`src/verilog/sarcs_pkg.sv`:
```
// Notes on behaviour
// - Power-on reset is held at power-up and whenever the supply monitor reports a dip.
// - After the supply returns, a re-initialisation interval runs before results count.
// - A rising start edge powers up the core and begins a conversion.
// - Start edges during a running conversion are ignored.
// - Busy stays high for the whole conversion.
// - After completion the core powers down until the next start edge.
// - Busy rises at conversion start and falls as soon as it finishes.
// - A conversion completes within 1.5 us of its start edge; the code lets busy fall 31 cycles (1.55 us) after the edge is detected.
// - With output enabled, the result top bit is presented when busy falls.
package sarcs_pkg;
  localparam int unsigned CLK_HZ         = 20000000;
  localparam int unsigned REINIT_US      = 200;
  localparam int unsigned CONV_MAX_NS    = 1500;
  localparam int unsigned RES_W          = 18;
  localparam int unsigned REINIT_CYC     = (REINIT_US * (CLK_HZ / 1000000));
  localparam int unsigned CONV_CYC       = (CONV_MAX_NS * (CLK_HZ / 1000000)) / 1000;
  localparam int unsigned CNT_W          = 13;
  localparam logic [4:0]  STEP_LAST      = 5'h11;
  localparam logic [4:0]  STEP_RST       = 5'h00;
  typedef enum logic [1:0] {SARCS_INIT, SARCS_IDLE, SARCS_CONV} sarcs_state_e;
endpackage : sarcs_pkg

```
`src/verilog/sarcs_ctrl.sv`:
```
`timescale 1ns/1ps
`default_nettype none
module sarcs_ctrl (
  input  wire logic                        mclk,
  input  wire logic                        srst,
  input  wire logic                        supply_low,
  input  wire logic                        conversion_start_input,
  input  wire logic                        compare_in,
  input  wire logic                        output_en_n,
  output logic                             busy,
  output logic                             core_power_on,
  output logic                             ready,
  output logic                             result_valid,
  output logic                             result_top_bit,
  output logic                             result_top_bit_oe_n,
  output logic [sarcs_pkg::RES_W-1:0]      result
);
  import sarcs_pkg::*;

  // Two-stage synchronisers for pins, three stages for the start pin
  logic [2:0] cnv_sync_reg;
  logic [1:0] sup_sync_reg;
  logic [1:0] cmp_sync_reg;
  logic [1:0] oen_sync_reg;
  always_ff @(posedge mclk) begin
    if (srst) begin
      cnv_sync_reg <= 3'h0;
      sup_sync_reg <= 2'h3;
      cmp_sync_reg <= 2'h0;
      oen_sync_reg <= 2'h3;
    end else begin
      cnv_sync_reg <= {cnv_sync_reg[1:0], conversion_start_input};
      sup_sync_reg <= {sup_sync_reg[0], supply_low};
      cmp_sync_reg <= {cmp_sync_reg[0], compare_in};
      oen_sync_reg <= {oen_sync_reg[0], output_en_n};
    end
  end

  // Edge looks only at stages two and three
  wire start_edge = cnv_sync_reg[1] & ~cnv_sync_reg[2];
  wire supply_dip = sup_sync_reg[1];

  sarcs_state_e      state_reg, state_next;
  logic [CNT_W-1:0]  cnt_reg, cnt_next;
  logic [4:0]        step_reg, step_next;
  logic [RES_W-1:0]  sar_reg, sar_next;
  logic              stale_reg, stale_next;

  wire conv_done  = (state_reg == SARCS_CONV) && (cnt_reg == CNT_W'(CONV_CYC - 1));
  wire init_done  = (state_reg == SARCS_INIT) && (cnt_reg == CNT_W'(REINIT_CYC - 1));
  // One SAR decision per cycle, spread over the first 18 cycles
  wire step_live  = (state_reg == SARCS_CONV) && (step_reg <= STEP_LAST);
  wire [4:0] bit_idx = 5'(STEP_LAST - step_reg);

  always_comb begin
    state_next = state_reg;
    cnt_next   = cnt_reg + CNT_W'(1);
    step_next  = step_reg;
    sar_next   = sar_reg;
    stale_next = stale_reg;
    case (state_reg)
      SARCS_INIT: begin
        if (init_done) state_next = SARCS_IDLE;
        if (start_edge) stale_next = 1'b1;
      end
      SARCS_IDLE: begin
        cnt_next = '0;
        if (start_edge) begin
          state_next = SARCS_CONV;
          step_next  = STEP_RST;
          sar_next   = '0;
        end
      end
      SARCS_CONV: begin
        // Further edges ignored while converting
        if (step_live) begin
          sar_next[bit_idx] = cmp_sync_reg[1];
          step_next = step_reg + 5'h01;
        end
        if (conv_done) begin
          state_next = SARCS_IDLE;
          cnt_next   = '0;
          stale_next = 1'b0;
        end
      end
      default: state_next = SARCS_INIT;
    endcase
    if (supply_dip) begin
      state_next = SARCS_INIT;
      cnt_next   = '0;
      stale_next = 1'b0;
    end
  end

  always_ff @(posedge mclk) begin
    if (srst) begin
      state_reg <= SARCS_INIT;
      cnt_reg   <= '0;
      step_reg  <= STEP_RST;
      sar_reg   <= '0;
      stale_reg <= 1'b0;
    end else begin
      state_reg <= state_next;
      cnt_reg   <= cnt_next;
      step_reg  <= step_next;
      sar_reg   <= sar_next;
      stale_reg <= stale_next;
    end
  end

  // Completion captures result; early starts spoil validity of the next completed conversion only
  logic [RES_W-1:0] res_q;
  sarcs_result_reg u_res (
    .mclk (mclk),
    .srst (srst),
    .load (conv_done),
    .din  (sar_next),
    .dout (res_q)
  );
  assign result = res_q;

  wire conv_next = (state_next == SARCS_CONV);
  always_ff @(posedge mclk) begin
    if (srst) begin
      busy                <= 1'b0;
      core_power_on       <= 1'b0;
      ready               <= 1'b0;
      result_valid        <= 1'b0;
      result_top_bit      <= 1'b0;
      result_top_bit_oe_n <= 1'b1;
    end else begin
      busy          <= conv_next;
      core_power_on <= conv_next;
      ready         <= (state_next == SARCS_IDLE);
      if (conv_done) begin
        result_valid   <= ~stale_reg;
        result_top_bit <= sar_next[RES_W-1];
      end else if (state_next == SARCS_INIT) begin
        result_valid <= 1'b0;
      end
      result_top_bit_oe_n <= oen_sync_reg[1];
    end
  end
endmodule : sarcs_ctrl
`default_nettype wire

```
`src/verilog/sarcs_result_reg.sv`:
```
`timescale 1ns/1ps
`default_nettype none
module sarcs_result_reg (
  input  wire logic                          mclk,
  input  wire logic                          srst,
  input  wire logic                          load,
  input  wire logic [sarcs_pkg::RES_W-1:0]   din,
  output logic      [sarcs_pkg::RES_W-1:0]   dout
);
  import sarcs_pkg::*;
  always_ff @(posedge mclk) begin
    if (srst) dout <= '0;
    else if (load) dout <= din;
  end
endmodule : sarcs_result_reg
`default_nettype wire

```
`config.mk`:
```
export PLATFORM = sky130hd
export DESIGN_NAME = sarcs_ctrl
export DESIGN_NICKNAME = d
export VERILOG_FILES = /design/src/verilog/sarcs_pkg.sv /design/src/verilog/sarcs_ctrl.sv /design/src/verilog/sarcs_result_reg.sv
export SDC_FILE = /design/constraint.sdc
export NUM_CORES = 1
export LEC_CHECK = 0
export ABC_CLOCK_PERIOD_IN_PS = 3000
export CELL_PAD_IN_SITES_DETAIL_PLACEMENT = 2
export CELL_PAD_IN_SITES_GLOBAL_PLACEMENT = 2
export CORE_UTILIZATION = 40
export CTS_CLUSTER_DIAMETER = 150
export DETAILED_ROUTE_END_ITERATION = 8
export DONT_BUFFER_PORTS = 1
export MAX_ROUTING_LAYER = met4
export PLACE_DENSITY = 0.8
export SYNTH_ARGS = -nofsm -noshare
export SYNTH_HDL_FRONTEND = slang
export SYNTH_SLANG_ARGS = --single-unit
export TNS_END_PERCENT = 100
```
`constraint.sdc`:
```
create_clock -name mclk -period 3 [get_ports mclk]
set_clock_uncertainty 0.15 [all_clocks]
set_input_delay 0.45 -clock mclk [delete_from_list [all_inputs] [get_ports mclk]]
set_output_delay 0.45 -clock mclk [all_outputs]
set_load 0.02 [all_outputs]
```
# Word level (Yosys, flattened, before mapping)
# Index checks and enable logic that the tools add are counted.
[classes]
add_sub_neg = 3
order_cmp = 3
n_eq_ne = 10
n_mux = 21
bitwise_logic = 3
reduce_logical = 12
[ops]
columns = ["cell", "count"]
rows = [
  ["18-bit two-way mux", 2],
  ["18-bit one-hot mux with 2 select lines", 1],
  ["13-bit one-hot mux with 2 select lines", 1],
  ["18-bit bitwise mux", 1],
  ["13-bit by 1-bit adder with 13-bit output (second input constant)", 1],
  ["13-bit by 12-bit equality test with 1-bit output (second input constant)", 1],
  ["13-bit by 5-bit equality test with 1-bit output (second input constant)", 1],
  ["13-bit two-way mux", 1],
  ["5-bit two-way mux", 2],
  ["5-bit one-hot mux with 2 select lines", 1],
  ["2-bit two-way mux", 4],
  ["2-bit != test (second input constant)", 4],
  ["5-bit by 6-bit < comparator with 1-bit output (second input constant)", 1],
  ["2-bit one-hot mux with 3 select lines", 1],
  ["3-bit AND reduction", 2],
  ["2-bit nonzero test", 3],
  ["5-bit by 1-bit adder with 5-bit output (second input constant)", 1],
  ["1-bit demux with 5-bit select", 1],
  ["5-bit by 1-bit >= comparator with 1-bit output (second input constant)", 1],
  ["5-bit <= comparator (second input constant)", 1],
  ["1-bit two-way mux", 5],
  ["5-bit subtractor (first input constant)", 1],
  ["2-bit by 1-bit equality test with 1-bit output (second input constant)", 2],
  ["2-bit equality test (second input constant)", 2],
  ["6 further kinds", 11],
]
[word_totals]
register_bits = 71
in_bits = 6
output_inout_bits = 24
elab_cells = 67

# Logic depth before layout (Yosys ltp)
# Gate-level depths: netlist of run 1.
[logic_depth]
depth_word = 8
mapped_depth = 9
mapped_depth_nobuf = 7

# Cells and area by module
# A second synthesis of run 1 with hierarchy kept.
[hier_totals]
cells_unflattened = 343
area_unflattened_um2 = 3330.7
[modules_own_cells]
columns = ["module", "n_inst", "cells_per_inst", "area_each_um2", "seq_area_each_um2"]
rows = [
  ["sarcs_ctrl", 1, 285, 2681.3, 1061.0],
  ["sarcs_result_reg", 1, 58, 649.4, 360.3],
]

# Worst setup path before layout of run 1
# OpenSTA, ideal clock, no wires.
[synth_timing]
path_type = "flip-flop to flip-flop"
startpoint = "register step_reg[1]"
endpoint = "register u_res.dout[12] in the netlist's numbering"
setup_time_ns = 0.143
arrival_time_ns = 1.932
required_ns = 2.707
slack_ns = 0.775
stages_incl_launch_ff = 9
path_buffers = 1
synth_period_minus_slack_ns = 2.225
cell_sequence = "dfxtp_1 > inv_1 > ha_1 > buf_2 > nor2b_1 > a41oi_4 > o311a_1 > a21oi_1 > a211oi_2"
[synth_between]
elab_chain_cells = 8
word_cells_on_any_way = 11
classes_between = "1 x add/sub; 3 x order compare; 5 x mux; 2 x reduce/logical"
[synth_rtl]
columns = ["item", "line", "rtl"]
rows = [
  ["start, declared", "sarcs_ctrl.sv:45", "logic [4:0] step_reg, step_next;"],
  ["start signal, assigned", "sarcs_ctrl.sv:105", "step_reg <= step_next;"],
  ["5-bit subtractor", "sarcs_ctrl.sv:53", "wire [4:0] bit_idx = 5'(STEP_LAST - step_reg);"],
  ["5-bit by 6-bit < comparator with 1-bit output (not written as such) / 5-bit by 1-bit >= comparator with 1-bit output (equally long branches)", "sarcs_ctrl.sv:77", "sar_next[bit_idx] = cmp_sync_reg[1];"],
  ["1-bit logical AND (not written as such)", "sarcs_ctrl.sv:77", ""],
  ["1-bit two-way mux (not written as such)", "sarcs_ctrl.sv:77", ""],
  ["1-bit demux with 5-bit select", "sarcs_ctrl.sv:77", ""],
  ["18-bit bitwise mux", "sarcs_ctrl.sv:77", ""],
  ["18-bit two-way mux *", "sarcs_ctrl.sv:76", "if (step_live) begin"],
  ["18-bit one-hot mux with 2 select lines *", "sarcs_ctrl.sv:61", "case (state_reg)"],
  ["end signal, assigned", "sarcs_result_reg.sv:13", "else if (load) dout <= din;"],
  ["end, declared", "sarcs_result_reg.sv:8", "output logic [sarcs_pkg::RES_W-1:0] dout"],
]
# Mark *: on every way between the ends. The rest lies on a longest branch, timed or not.
# A chain may end at the register's enable or synchronous reset.

# Worst setup path in the final report of run 1
[layout_timing]
startpoint = "register step_reg[1]"
endpoint = "register u_res.dout[15] in the netlist's numbering"
# The elaborated chain is that of the path after synthesis.

==> results of run 1 <==
[metal layers]
layer	vias up	track usage	wire length, µm
met5	-	-	0
met2	64	0.403	5150
met4	0	0.103	282
li1	1255	-	-
met3	26	0.0655	366
met1	1379	0.265	4190
[cells by family (layout without fill, tap and decap cells)]
logic type / Yosys count / in the layout / synth area share
compound gates: 95 / 95 / 0.255
simple gates: 123 / 123 / 0.197
flops: 70 / 70 / 0.414
buf+inv: 37 / 36 / 0.0555
fa+ha+maj: 12 / 12 / 0.0444
xor+xnor: 13 / 13 / 0.0337
[Yosys cell counts (7+ instances only)]
cell type  count  area [µm²]
nand3_1       10        50.1
inv_1         12        45.0
nor2b_1       11        68.8
ha_1          12         150
a211oi_2      16         200
buf_2          9        45.0
clkbuf_1       8        30.0
o311a_1       16         160
a21oi_1       19        95.1
nor2_1        56         210
nand2_1        7        26.3
dfxtp_1       70        1400
xnor2_1       10        87.6
[layout by cell type (no fill, tap or decap), types with 6 or more instances in the layout]
cell type / count
nand2_1: 7
inv_1: 12
nor2b_1: 11
a211oi_2: 16
ha_1: 12
a21oi_1: 19
clkbuf_8: 9
o311a_1: 16
a21oi_2: 6
nor2_1: 56
xnor2_1: 10
dfxtp_1: 70
nand3_1: 10
o211ai_1: 6
[path summary, 6_finish.rpt]
check	slack (ns)	start	to	depth (start not counted)
worst max-delay path	0.29	step_reg[1]$_SDFFE_PP0P_	u_res.dout[15]$_SDFFE_PP0P_	7
worst min-delay path	0.02	srst	sar_reg[17]$_SDFF_PP0_	1
worst max register to register	0.29	step_reg[1]$_SDFFE_PP0P_	u_res.dout[15]$_SDFFE_PP0P_	7
worst min register to register	0.27	sup_sync_reg[0]$_SDFF_PP1_	sup_sync_reg[1]$_SDFF_PP1_	1
[cell type report]
cell class | instances | area share
Clock buffer | 9 | 0.0339
Clock inverter | 6 | 0.0236
Inverter | 13 | 0.0133
Multi-Input combinational cell | 243 | 0.490
Sequential cell | 70 | 0.383
Tap cell | 105 | 0.0359
Timing Repair Buffer | 8 | 0.0198
[critical path, delay by kind of cell (launching register included)]
| family | cells | cell delay [ns] |
|---|---|---|
| AOI/OAI and AO/OA | 4 | 0.94 |
| DFF | 1 | 0.48 |
| adders and majority gates | 1 | 0.48 |
| and+or+nand+nor | 1 | 0.35 |
| buffers and inverters | 1 | 0.15 |
[stage by stage]
stage	std cells	util
after floorplan	350	-
after detailed placement	434	0.414
after CTS	451	0.442
after global placement	434	0.414
after global routing	454	0.445
final	454	0.445
[report_power, final]
part / leakage, nW / internal, mW / switching, mW
registers: 0.566 / 0.934 / 0.00325
logic: 0.557 / 0.0108 / 0.0199
clock network: 0.105 / 0.464 / 0.378
total: 1.23 / 1.41 / 0.401
[repair_timing]
action                                 CTS  global route
hold buffers                             2             3
endpoints found under the hold margin   16            16
setup endpoints to repair                0             0
==> metrics.md, run 1 <==
| Metric | Value |
|---|---|
| Max_slew headroom | 0.370 |
| Initial core utilization | 0.412 |
| Gpl congestion | 0.818 |
| Cell Area, Synth | 0.00338 mm² |
| Fill cells | 883 |
| Peak supply drop | 0.000326 V |
| Ys async rst share | 0 |
| Dpl cell area | 0.00340 mm² |
| Slew of the pin with the lowest slew margin | 0.943 ns |
| Hold Vio Cnt, Final | 0 |
| Critical Path RT | 3.04 ns |
| H-tree depth | 3 |
| Vias in the first global route | 2883 |
| Yosys warns | 0 |
| Minimum clock period | 2.71 ns |
| Final setup vio count | 0 |
| Max_cap viols | 0 |
| Worst path cell trace | inv_1 -> ha_1 -> nor2b_1 -> a41oi_4 -> o311a_1 -> a21oi_1 -> a211oi_2 |
| Slew Limit Fails | 0 |
| Clock sinks | 70 |
| Number of flops mapped to enable cells by yosys | 0 |
| F_max | 369 MHz |
| Post-synthesis register bit count | 70 |
| DR vias | 2724 |
| Drt first pass iters | 4 |
| Cts bufs inserted | 9 |
| Clock Path Buffers | 2 |
| Outcome | finished, final reports clean |
| DP Worst Slack | 0.357 ns |
| Largest net degree at the start of global routing | 40 |
| Min Hold Slack | 0.0235 ns |
| Layout cell share with drive strength beyond 1 | 0.175 |
| Antenna diodes | 0 |
| Mapped Nets | 368 |
| CTS tree | yes |
| Area of the multi-input gates | 0.00179 mm² |
| Post-CTS setup buffers | 0 |
| Slowest cell delay on critical path | 0.48 ns |
| Sequential-to-total area share from yosys stat | 0.414 |
| Clk Latency, worst-skew pair | 0.35 ns |
| Final Cell Area | 0.00366 mm² |
| DRC Markers | 0 |
| Type of destination of the critical path | flop |
| Total power | 1.81 mW |
| Final nets | 363 |
| Wire length per cell | 22.0 µm |
| RSZ-0062 raised after global routing | false |
| Area delta synth->final | 8.14% |
| Die ar. | 0.00883 mm² |
| Post-Synthesis Cells | 350 |
| Root Driver | clkbuf_8 |
| Grt ovf | 0 |
| Lkg Pwr | 1.23 nW |
| First-pass GRT wire length | 15300 µm |
| CTS resizes | 0 |
| CP max FO | 11 |
| Reg clk slew, reported paths | 0.08 ns |
| HPWL Detailed | 6320 µm |
| Post-Syn Area per Cell | 9.67 µm² |
| Crit path DAT | 2.76 ns |
| Final worst-path setup slack | 0.287 ns |
| Post-Route WL | 9990 µm |
| DRT iter0 DRCs | 85 |
| CP Launch Type | flop |
| Core footprint | 0.00822 mm² |
| Pwr per Cell Area | 495 mW/mm² |
| Register area | 0.00140 mm² |
| Antenna-violating nets left | 0 |
| # rows | 33 |
| Period utilization | 0.904 |
| Crit path max-delay cell type | dfxtp_1 |
| Hold WC Path Type | input port to flop |
| Die H | 94.0 µm |
| Main synth FF type | dfxtp_1 |
| # IOs | 30 |
| Initial antenna violation count | 0 |
| # port buffers | 0 |
| Unique cell type count in the Yosys netlist | 56 |
| Die width | 94.0 µm |
| Vias per cell | 6.00 |
| Final setup TNS | 0 ns |
| Critical path class | flop to flop |
| Total GRT Usage | 0.239 |
No activity file was read; power rests on OpenSTA's default activity.
==> inputs of run 2 (changes only) <==
Settings changed: SKIP_CTS_REPAIR_TIMING from default to 1, SYNTH_HIERARCHICAL from default to 1.
==> run 2 against run 1 <==
Effect of this change:
- final cell count rose by 1.5%
- flip-flop and latch count rose by 1
- critical path depth rose by 2
- sequential share of layout area rose by 0.20 points
- clock power fell by 4.4%
- synthesized area fell by 1.6%
- die area fell by 1.5%
- routed wire length fell by 8.3%
- non-clock buffer count rose by 7
- critical path type unchanged
- highest routed layer unchanged
==> metrics.md, run 2 <==
| Metric | Value |
|---|---|
| CP Launch Type | flop |
| CP max FO | 10 |
| Final Cell Area | 0.00369 mm² |
| Gpl congestion | 0.759 |
| Clock Path Buffers | 2 |
| Wire length per cell | 19.9 µm |
| Area of the multi-input gates | 0.00178 mm² |
| DRT iter0 DRCs | 110 |
| P_sw | 0.389 mW |
| Post-synthesis register bit count | 71 |
| Antenna diodes | 0 |
| Reg clk slew, reported paths | 0.08 ns |
| CP top delay family | simple AND/OR/NAND/NOR gates |
| Grt met1 use | 0.285 |
| Area leader, netlist | dfxtp_1 |
| Mapped Nets | 361 |
| Logic pwr share | 0.009 |
| Final setup vio count | 0 |
| Pint | 1.38 mW |
| Final setup TNS | 0 ns |
| Sequential share of power | 0.537 |
| Drt first pass iters | 4 |
| Layout cell share with drive strength beyond 1 | 0.120 |
| Cts bufs inserted | 9 |
| Max_slew headroom | 0.541 |
| Worst path cell trace | inv_1 -> ha_1 -> or4b_1 -> o41ai_4 -> buf_4 -> nand4_1 -> a32o_1 -> mux2i_1 -> nor2_1 |
| Cell Area, Synth | 0.00333 mm² |
| Reg2Reg Launch Point | step_reg[1]$_SDFFE_PP0P_ |
| # port buffers | 0 |
| Crit path max-delay cell type | or4b_1 |
| Slew of the pin with the lowest slew margin | 0.688 ns |
| Antenna-violating nets left | 0 |
| Most common cell after layout, fill and taps aside | dfxtp_1 |
| Sequential-to-total area share from yosys stat | 0.427 |
| Min Hold Slack | 0.0159 ns |
| Peak supply drop | 0.000334 V |
| Slew Limit Fails | 0 |
| Pwr per Cell Area | 480 mW/mm² |
| Unique cell type count in the Yosys netlist | 49 |
| CP bufs+invs | 2 |
| DR vias | 2664 |
| Yosys warns | 6 |
| Final nets | 372 |
| Clk Latency, worst-skew pair | 0.35 ns |
| Crit path DAT | 2.97 ns |
| Die H | 93.3 µm |
| Die ar. | 0.00870 mm² |
| Dpl cell area | 0.00343 mm² |
| Root Driver | clkbuf_8 |
| Period utilization | 0.960 |
| Hold endpoint | step_reg[0]$_SDFFE_PP0P_ |
| Hold Vio Cnt, Final | 0 |
| Switching share of total power | 0.220 |
| Critical path class | flop to flop |
| F_max | 347 MHz |
| Slowest cell delay on critical path | 0.56 ns |
| GRT busiest layer | met2 |
| Most frequent cell after synthesis | dfxtp_1 |
| Clk network pwr share | 0.454 |
| Critical Path RT | 3.09 ns |
| Register area | 0.00142 mm² |
| Ys async rst share | 0 |
| Met3 GRT Util | 0.0431 |
| Initial antenna violation count | 0 |
| Total GRT Usage | 0.227 |
| DP Worst Slack | 0.194 ns |
| R2r endpoint | u_res/dout[1]$_SDFFE_PP0P_ |
| Commonest cells after routing, fill and taps aside | 71 x dfxtp_1, 40 x nor2_1, 26 x nand2_1 |
| Lkg Pwr | 1.30 nW |
| Post-Synthesis Cells | 343 |
| Minimum clock period | 2.88 ns |
| Main synth FF type | dfxtp_1 |
| First-pass GRT wire length | 14700 µm |
| Max_cap viols | 0 |
| Core footprint | 0.00789 mm² |
| Fill cells | 844 |
| Hold Path Depth | 1 |
| HPWL Detailed | 5970 µm |
| Synth area leaders | dfxtp_1 43%, a32o_1 7.5%, mux2i_1 5.7% |
| Vias in the first global route | 2801 |
| CTS tree | yes |
| Grt ovf | 0 |
| Top post-synthesis cells by count | 71 x dfxtp_1, 40 x nor2_1, 26 x nand2_1 |
| Post-Route WL | 9160 µm |
| Die width | 93.3 µm |
| Vias per cell | 5.78 |
| Clock sinks | 71 |
| Finished Core Util | 0.468 |
| Type of destination of the critical path | flop |
| GR Layer Usage met2 | 0.371 |
| Largest net degree at the start of global routing | 50 |
| Final worst-path setup slack | 0.120 ns |
| # IOs | 30 |
| # rows | 32 |
| Post-Syn Area per Cell | 9.71 µm² |
| DRC Markers | 0 |
| Post-synth top area share | 0.427 |
| Outcome | finished, final reports clean |
| Number of flops mapped to enable cells by yosys | 0 |
| Flop-to-flop setup slack | 0.12 ns |
| RSZ-0062 raised after global routing | false |
| Hold Path Origin | srst |
| Hold WC Path Type | input port to flop |
| Initial core utilization | 0.422 |
| Reg2reg path depth | 9 |
| Area delta synth->final | 10.8% |
| H-tree depth | 3 |
## run 2: cell count changes after synthesis, moves of 6 or more
cell and delta:
nand4_1 +7, a32o_1 +25, nand2_1 +19, nor2_1 -16
mux2i_1 +19, a21oi_2 -6, nor2b_1 +8, a21oi_1 -10
a211oi_2 -16, o311a_1 -16
## run 2: cells by family (layout without fill, tap and decap cells)
logic type,after synthesis,in the layout,synth area share
adder cells (fa/ha/maj),12,12,0.0451
XOR/XNOR,13,13,0.0342
AO/OA/AOI/OAI,55,55,0.162
AND/OR/NAND/NOR,148,148,0.237
multiplexers,19,19,0.0571
flip-flops,71,71,0.427
buffers and inverters,25,41,0.0383
## run 2: worst register-to-register path: cells and delay by family (launching register included)
kind / cells / cell delay, ns
AO/OA/AOI/OAI: 2 / 0.39
multiplexers: 1 / 0.15
AND/OR/NAND/NOR: 3 / 0.76
flip-flops: 1 / 0.53
adder cells (fa/ha/maj): 1 / 0.41
buffers and inverters: 2 / 0.38
## run 2: through the flow
stage | instances | power (mW)
global placement | 438 | 0.987
global route | 461 | 1.83
CTS | 454 | 1.79
finish | 461 | 1.77
detailed placement | 438 | 0.988
floorplan | 343 | 0.991
## run 2: power groups by stage
stage | combinational, mW | sequential (mW) | clock [mW]
floorplan | 0.0188 | 0.972 | 0
global placement | 0.0139 | 0.973 | 0
detailed placement | 0.0142 | 0.973 | 0
CTS | 0.0147 | 0.951 | 0.823
global route | 0.0177 | 0.952 | 0.861
finish | 0.0155 | 0.951 | 0.805
## run 2: area by class of cell
type	count	area share
timing repair buffer	15	0.0312
clock inverter	5	0.0153
clock buffer	11	0.0410
sequential	71	0.385
inverter	10	0.0102
multi-input combinational	247	0.483
tap	102	0.0346
## run 2: worst max-delay path by stage
stage	startpoint	end	slack [ns]	depth (start not counted)
after global placement	step_reg[1]$_SDFFE_PP0P_	u_res/dout[9]$_SDFFE_PP0P_	0.33	8
after CTS	step_reg[1]$_SDFFE_PP0P_	u_res/dout[11]$_SDFFE_PP0P_	0.14	8
after detailed placement	step_reg[1]$_SDFFE_PP0P_	u_res/dout[9]$_SDFFE_PP0P_	0.19	8
after floorplan	step_reg[1]$_SDFFE_PP0P_	u_res/dout[8]$_SDFFE_PP0P_	0.52	8
final	step_reg[1]$_SDFFE_PP0P_	u_res/dout[1]$_SDFFE_PP0P_	0.12	9
after global routing	step_reg[1]$_SDFFE_PP0P_	u_res/dout[1]$_SDFFE_PP0P_	0.009	9
## run 2: layer usage
metal | vias up | share of wire | routed length (µm)
met5 | - | 0 | 0
met1 | 1357 | 0.47 | 4340
li1 | 1257 | - | -
met4 | 0 | 0.0093 | 85
met2 | 41 | 0.48 | 4390
met3 | 9 | 0.037 | 343
==> inputs of run 3 (changes only) <==
Settings changed: ABC_CLOCK_PERIOD_IN_PS 3000 to 2400, CORE_UTILIZATION 40 to 36, PLACE_DENSITY 0.8 to 0.76.
Clock period 3 ns to 2.4 ns, I/O delays scaled along.
==> run 3 against run 2 <==
Effect of this change:
- the flow now finishes with violations (DRC)
- total power is 20% higher
- critical path depth stayed put
- first-iteration DRC count is 46% lower
- sequential power is 25% higher
- register-to-register slack worse by 0.04 ns
- final area is 6.4% higher
- final cell count is 6.1% higher
- clock-buffer cell count is 1 lower
- hold slack better by 0.012 ns
==> metrics.md, run 3 (synthesis results as in run 2) <==
| Metric | Value |
|---|---|
| Clk Latency, worst-skew pair | 0.34 ns |
| # rows | 34 |
| Clock sinks | 71 |
| Clock Path Buffers | 2 |
| Max_slew headroom | 0.520 |
| Hold endpoint | result_top_bit$_SDFFE_PP0P_ |
| Failing checks | DRC |
| Max_cap viols | 0 |
| Lkg Pwr | 1.40 nW |
| Finished Core Util | 0.444 |
| RSZ-0062 raised after global routing | true |
| HPWL Detailed | 6150 µm |
| Reg2Reg Launch Point | step_reg[1]$_SDFFE_PP0P_ |
| CP max FO | 10 |
| Grt ovf | 0 |
| Die H | 98.2 µm |
| Min Hold Slack | 0.0275 ns |
| CTS tree | yes |
| Most common cell after layout, fill and taps aside | dfxtp_1 |
| Pwr per Cell Area | 542 mW/mm² |
| Outcome | finished, violations left |
| Wire length per cell | 18.6 µm |
| # IOs | 30 |
| Die ar. | 0.00964 mm² |
| Crit path DAT | 2.41 ns |
| Critical Path RT | 2.49 ns |
| Total GRT Usage | 0.200 |
| Type of destination of the critical path | flop |
| DRC Markers | 1 |
| DR vias | 2692 |
| Die width | 98.2 µm |
| Area delta synth->final | 18.0% |
| Initial core utilization | 0.376 |
| DP Worst Slack | -0.0243 ns |
| Antenna diodes | 0 |
| Gpl congestion | 0.752 |
| Minimum clock period | 2.32 ns |
| Critical path class | flop to flop |
| F_max | 430 MHz |
| Vias per cell | 5.51 |
| Cts bufs inserted | 9 |
| Reg clk slew, reported paths | 0.08 ns |
| Hold WC Path Type | input port to flop |
| Peak supply drop | 0.000345 V |
| Slew of the pin with the lowest slew margin | 0.720 ns |
| R2r endpoint | u_res/dout[8]$_SDFFE_PP0P_ |
| Dpl cell area | 0.00357 mm² |
| Final Cell Area | 0.00393 mm² |
| Post-Route WL | 9090 µm |
| Vias in the first global route | 3003 |
| Hold Path Origin | srst |
| H-tree depth | 3 |
| Flop-to-flop setup slack | 0.08 ns |
| Hold Vio Cnt, Final | 0 |
| Antenna-violating nets left | 0 |
| Period utilization | 0.969 |
| Reg2reg path depth | 9 |
| Largest net degree at the start of global routing | 50 |
| Final worst-path setup slack | 0.0753 ns |
| Root Driver | clkbuf_8 |
| Core footprint | 0.00885 mm² |
| CP Launch Type | flop |
| Initial antenna violation count | 0 |
| Slew Limit Fails | 0 |
| Drt first pass iters | 8 |
| Layout cell share with drive strength beyond 1 | 0.160 |
| Final nets | 394 |
| Hold Path Depth | 2 |
| First-pass GRT wire length | 14800 µm |
| Commonest cells after routing, fill and taps aside | 69 x dfxtp_1, 40 x nor2_1, 26 x nand2_1 |
| DRT iter0 DRCs | 59 |
| Final setup vio count | 0 |
| # port buffers | 0 |
-- run 3: cell types whose count changed in the layout (fill, tap and decap cells not counted), moves of 2 or more --
cell / before / now
buf_12: 0 / 2
buf_4: 14 / 20
buf_6: 0 / 2
clkinvlp_4: 1 / 3
dfxtp_1: 71 / 69
dfxtp_2: 0 / 2
dlygate4sd3_1: 1 / 12
-- run 3: layout make-up --
type,instances,area [µm²]
Clock buffer,10,138
Clock inverter,6,45.0
Fill cell,953,4920
Inverter,10,37.5
Multi-Input combinational cell,247,1810
Sequential cell,71,1420
Tap cell,108,135
Timing Repair Buffer,37,338
-- run 3: worst max-delay path by stage --
stage / startpoint / to / slack [ns]
4_1_cts: step_reg[2]$_SDFFE_PP0P_ / u_res/dout[8]$_SDFFE_PP0P_ / -0.04
3_5_place_dp: step_reg[2]$_SDFFE_PP0P_ / u_res/dout[8]$_SDFFE_PP0P_ / -0.02
3_3_place_gp: step_reg[2]$_SDFFE_PP0P_ / u_res/dout[9]$_SDFFE_PP0P_ / 0.11
2_1_floorplan: step_reg[1]$_SDFFE_PP0P_ / u_res/dout[8]$_SDFFE_PP0P_ / 0.01
5_1_grt: state_reg[0]$_SDFF_PP0_ / sar_reg[11]$_SDFF_PP0_ / -0.03
6_report: step_reg[1]$_SDFFE_PP0P_ / u_res/dout[8]$_SDFFE_PP0P_ / 0.08
-- run 3: critical path, cell delays in order (launching register included) --
cell and delay [ns]:
dfxtp_2 0.32, inv_1 0.11, ha_4 0.21, or4bb_1 0.54, o41ai_4 0.09, buf_6 0.17, nand4_1 0.10, a32o_1 0.29
mux2i_1 0.17, nor2_1 0.07
-- run 3: layer usage --
layer	wire length (µm)	vias to the layer above	global-route usage
met1	3870	1351	0.215
met4	96	0	0.0586
met5	0	-	-
met2	4890	32	0.360
li1	-	1300	-
met3	243	9	0.0523
-- run 3: stage by stage --
stage          power [mW]  cells  TNS (ns)
2_1_floorplan        1.24    343         0
3_3_place_gp         1.23    458         0
3_5_place_dp         1.23    458   -0.0243
4_1_cts              2.14    474   -0.0523
5_1_grt              2.21    489   -0.0950
6_report             2.13    489         0
-- run 3: report_power, final --
part	total, mW	switching, mW	internal [mW]
clock	0.898	0.491	0.407
combinational	0.0435	0.0220	0.0215
sequential	1.19	0.00419	1.18
total	2.13	0.517	1.61
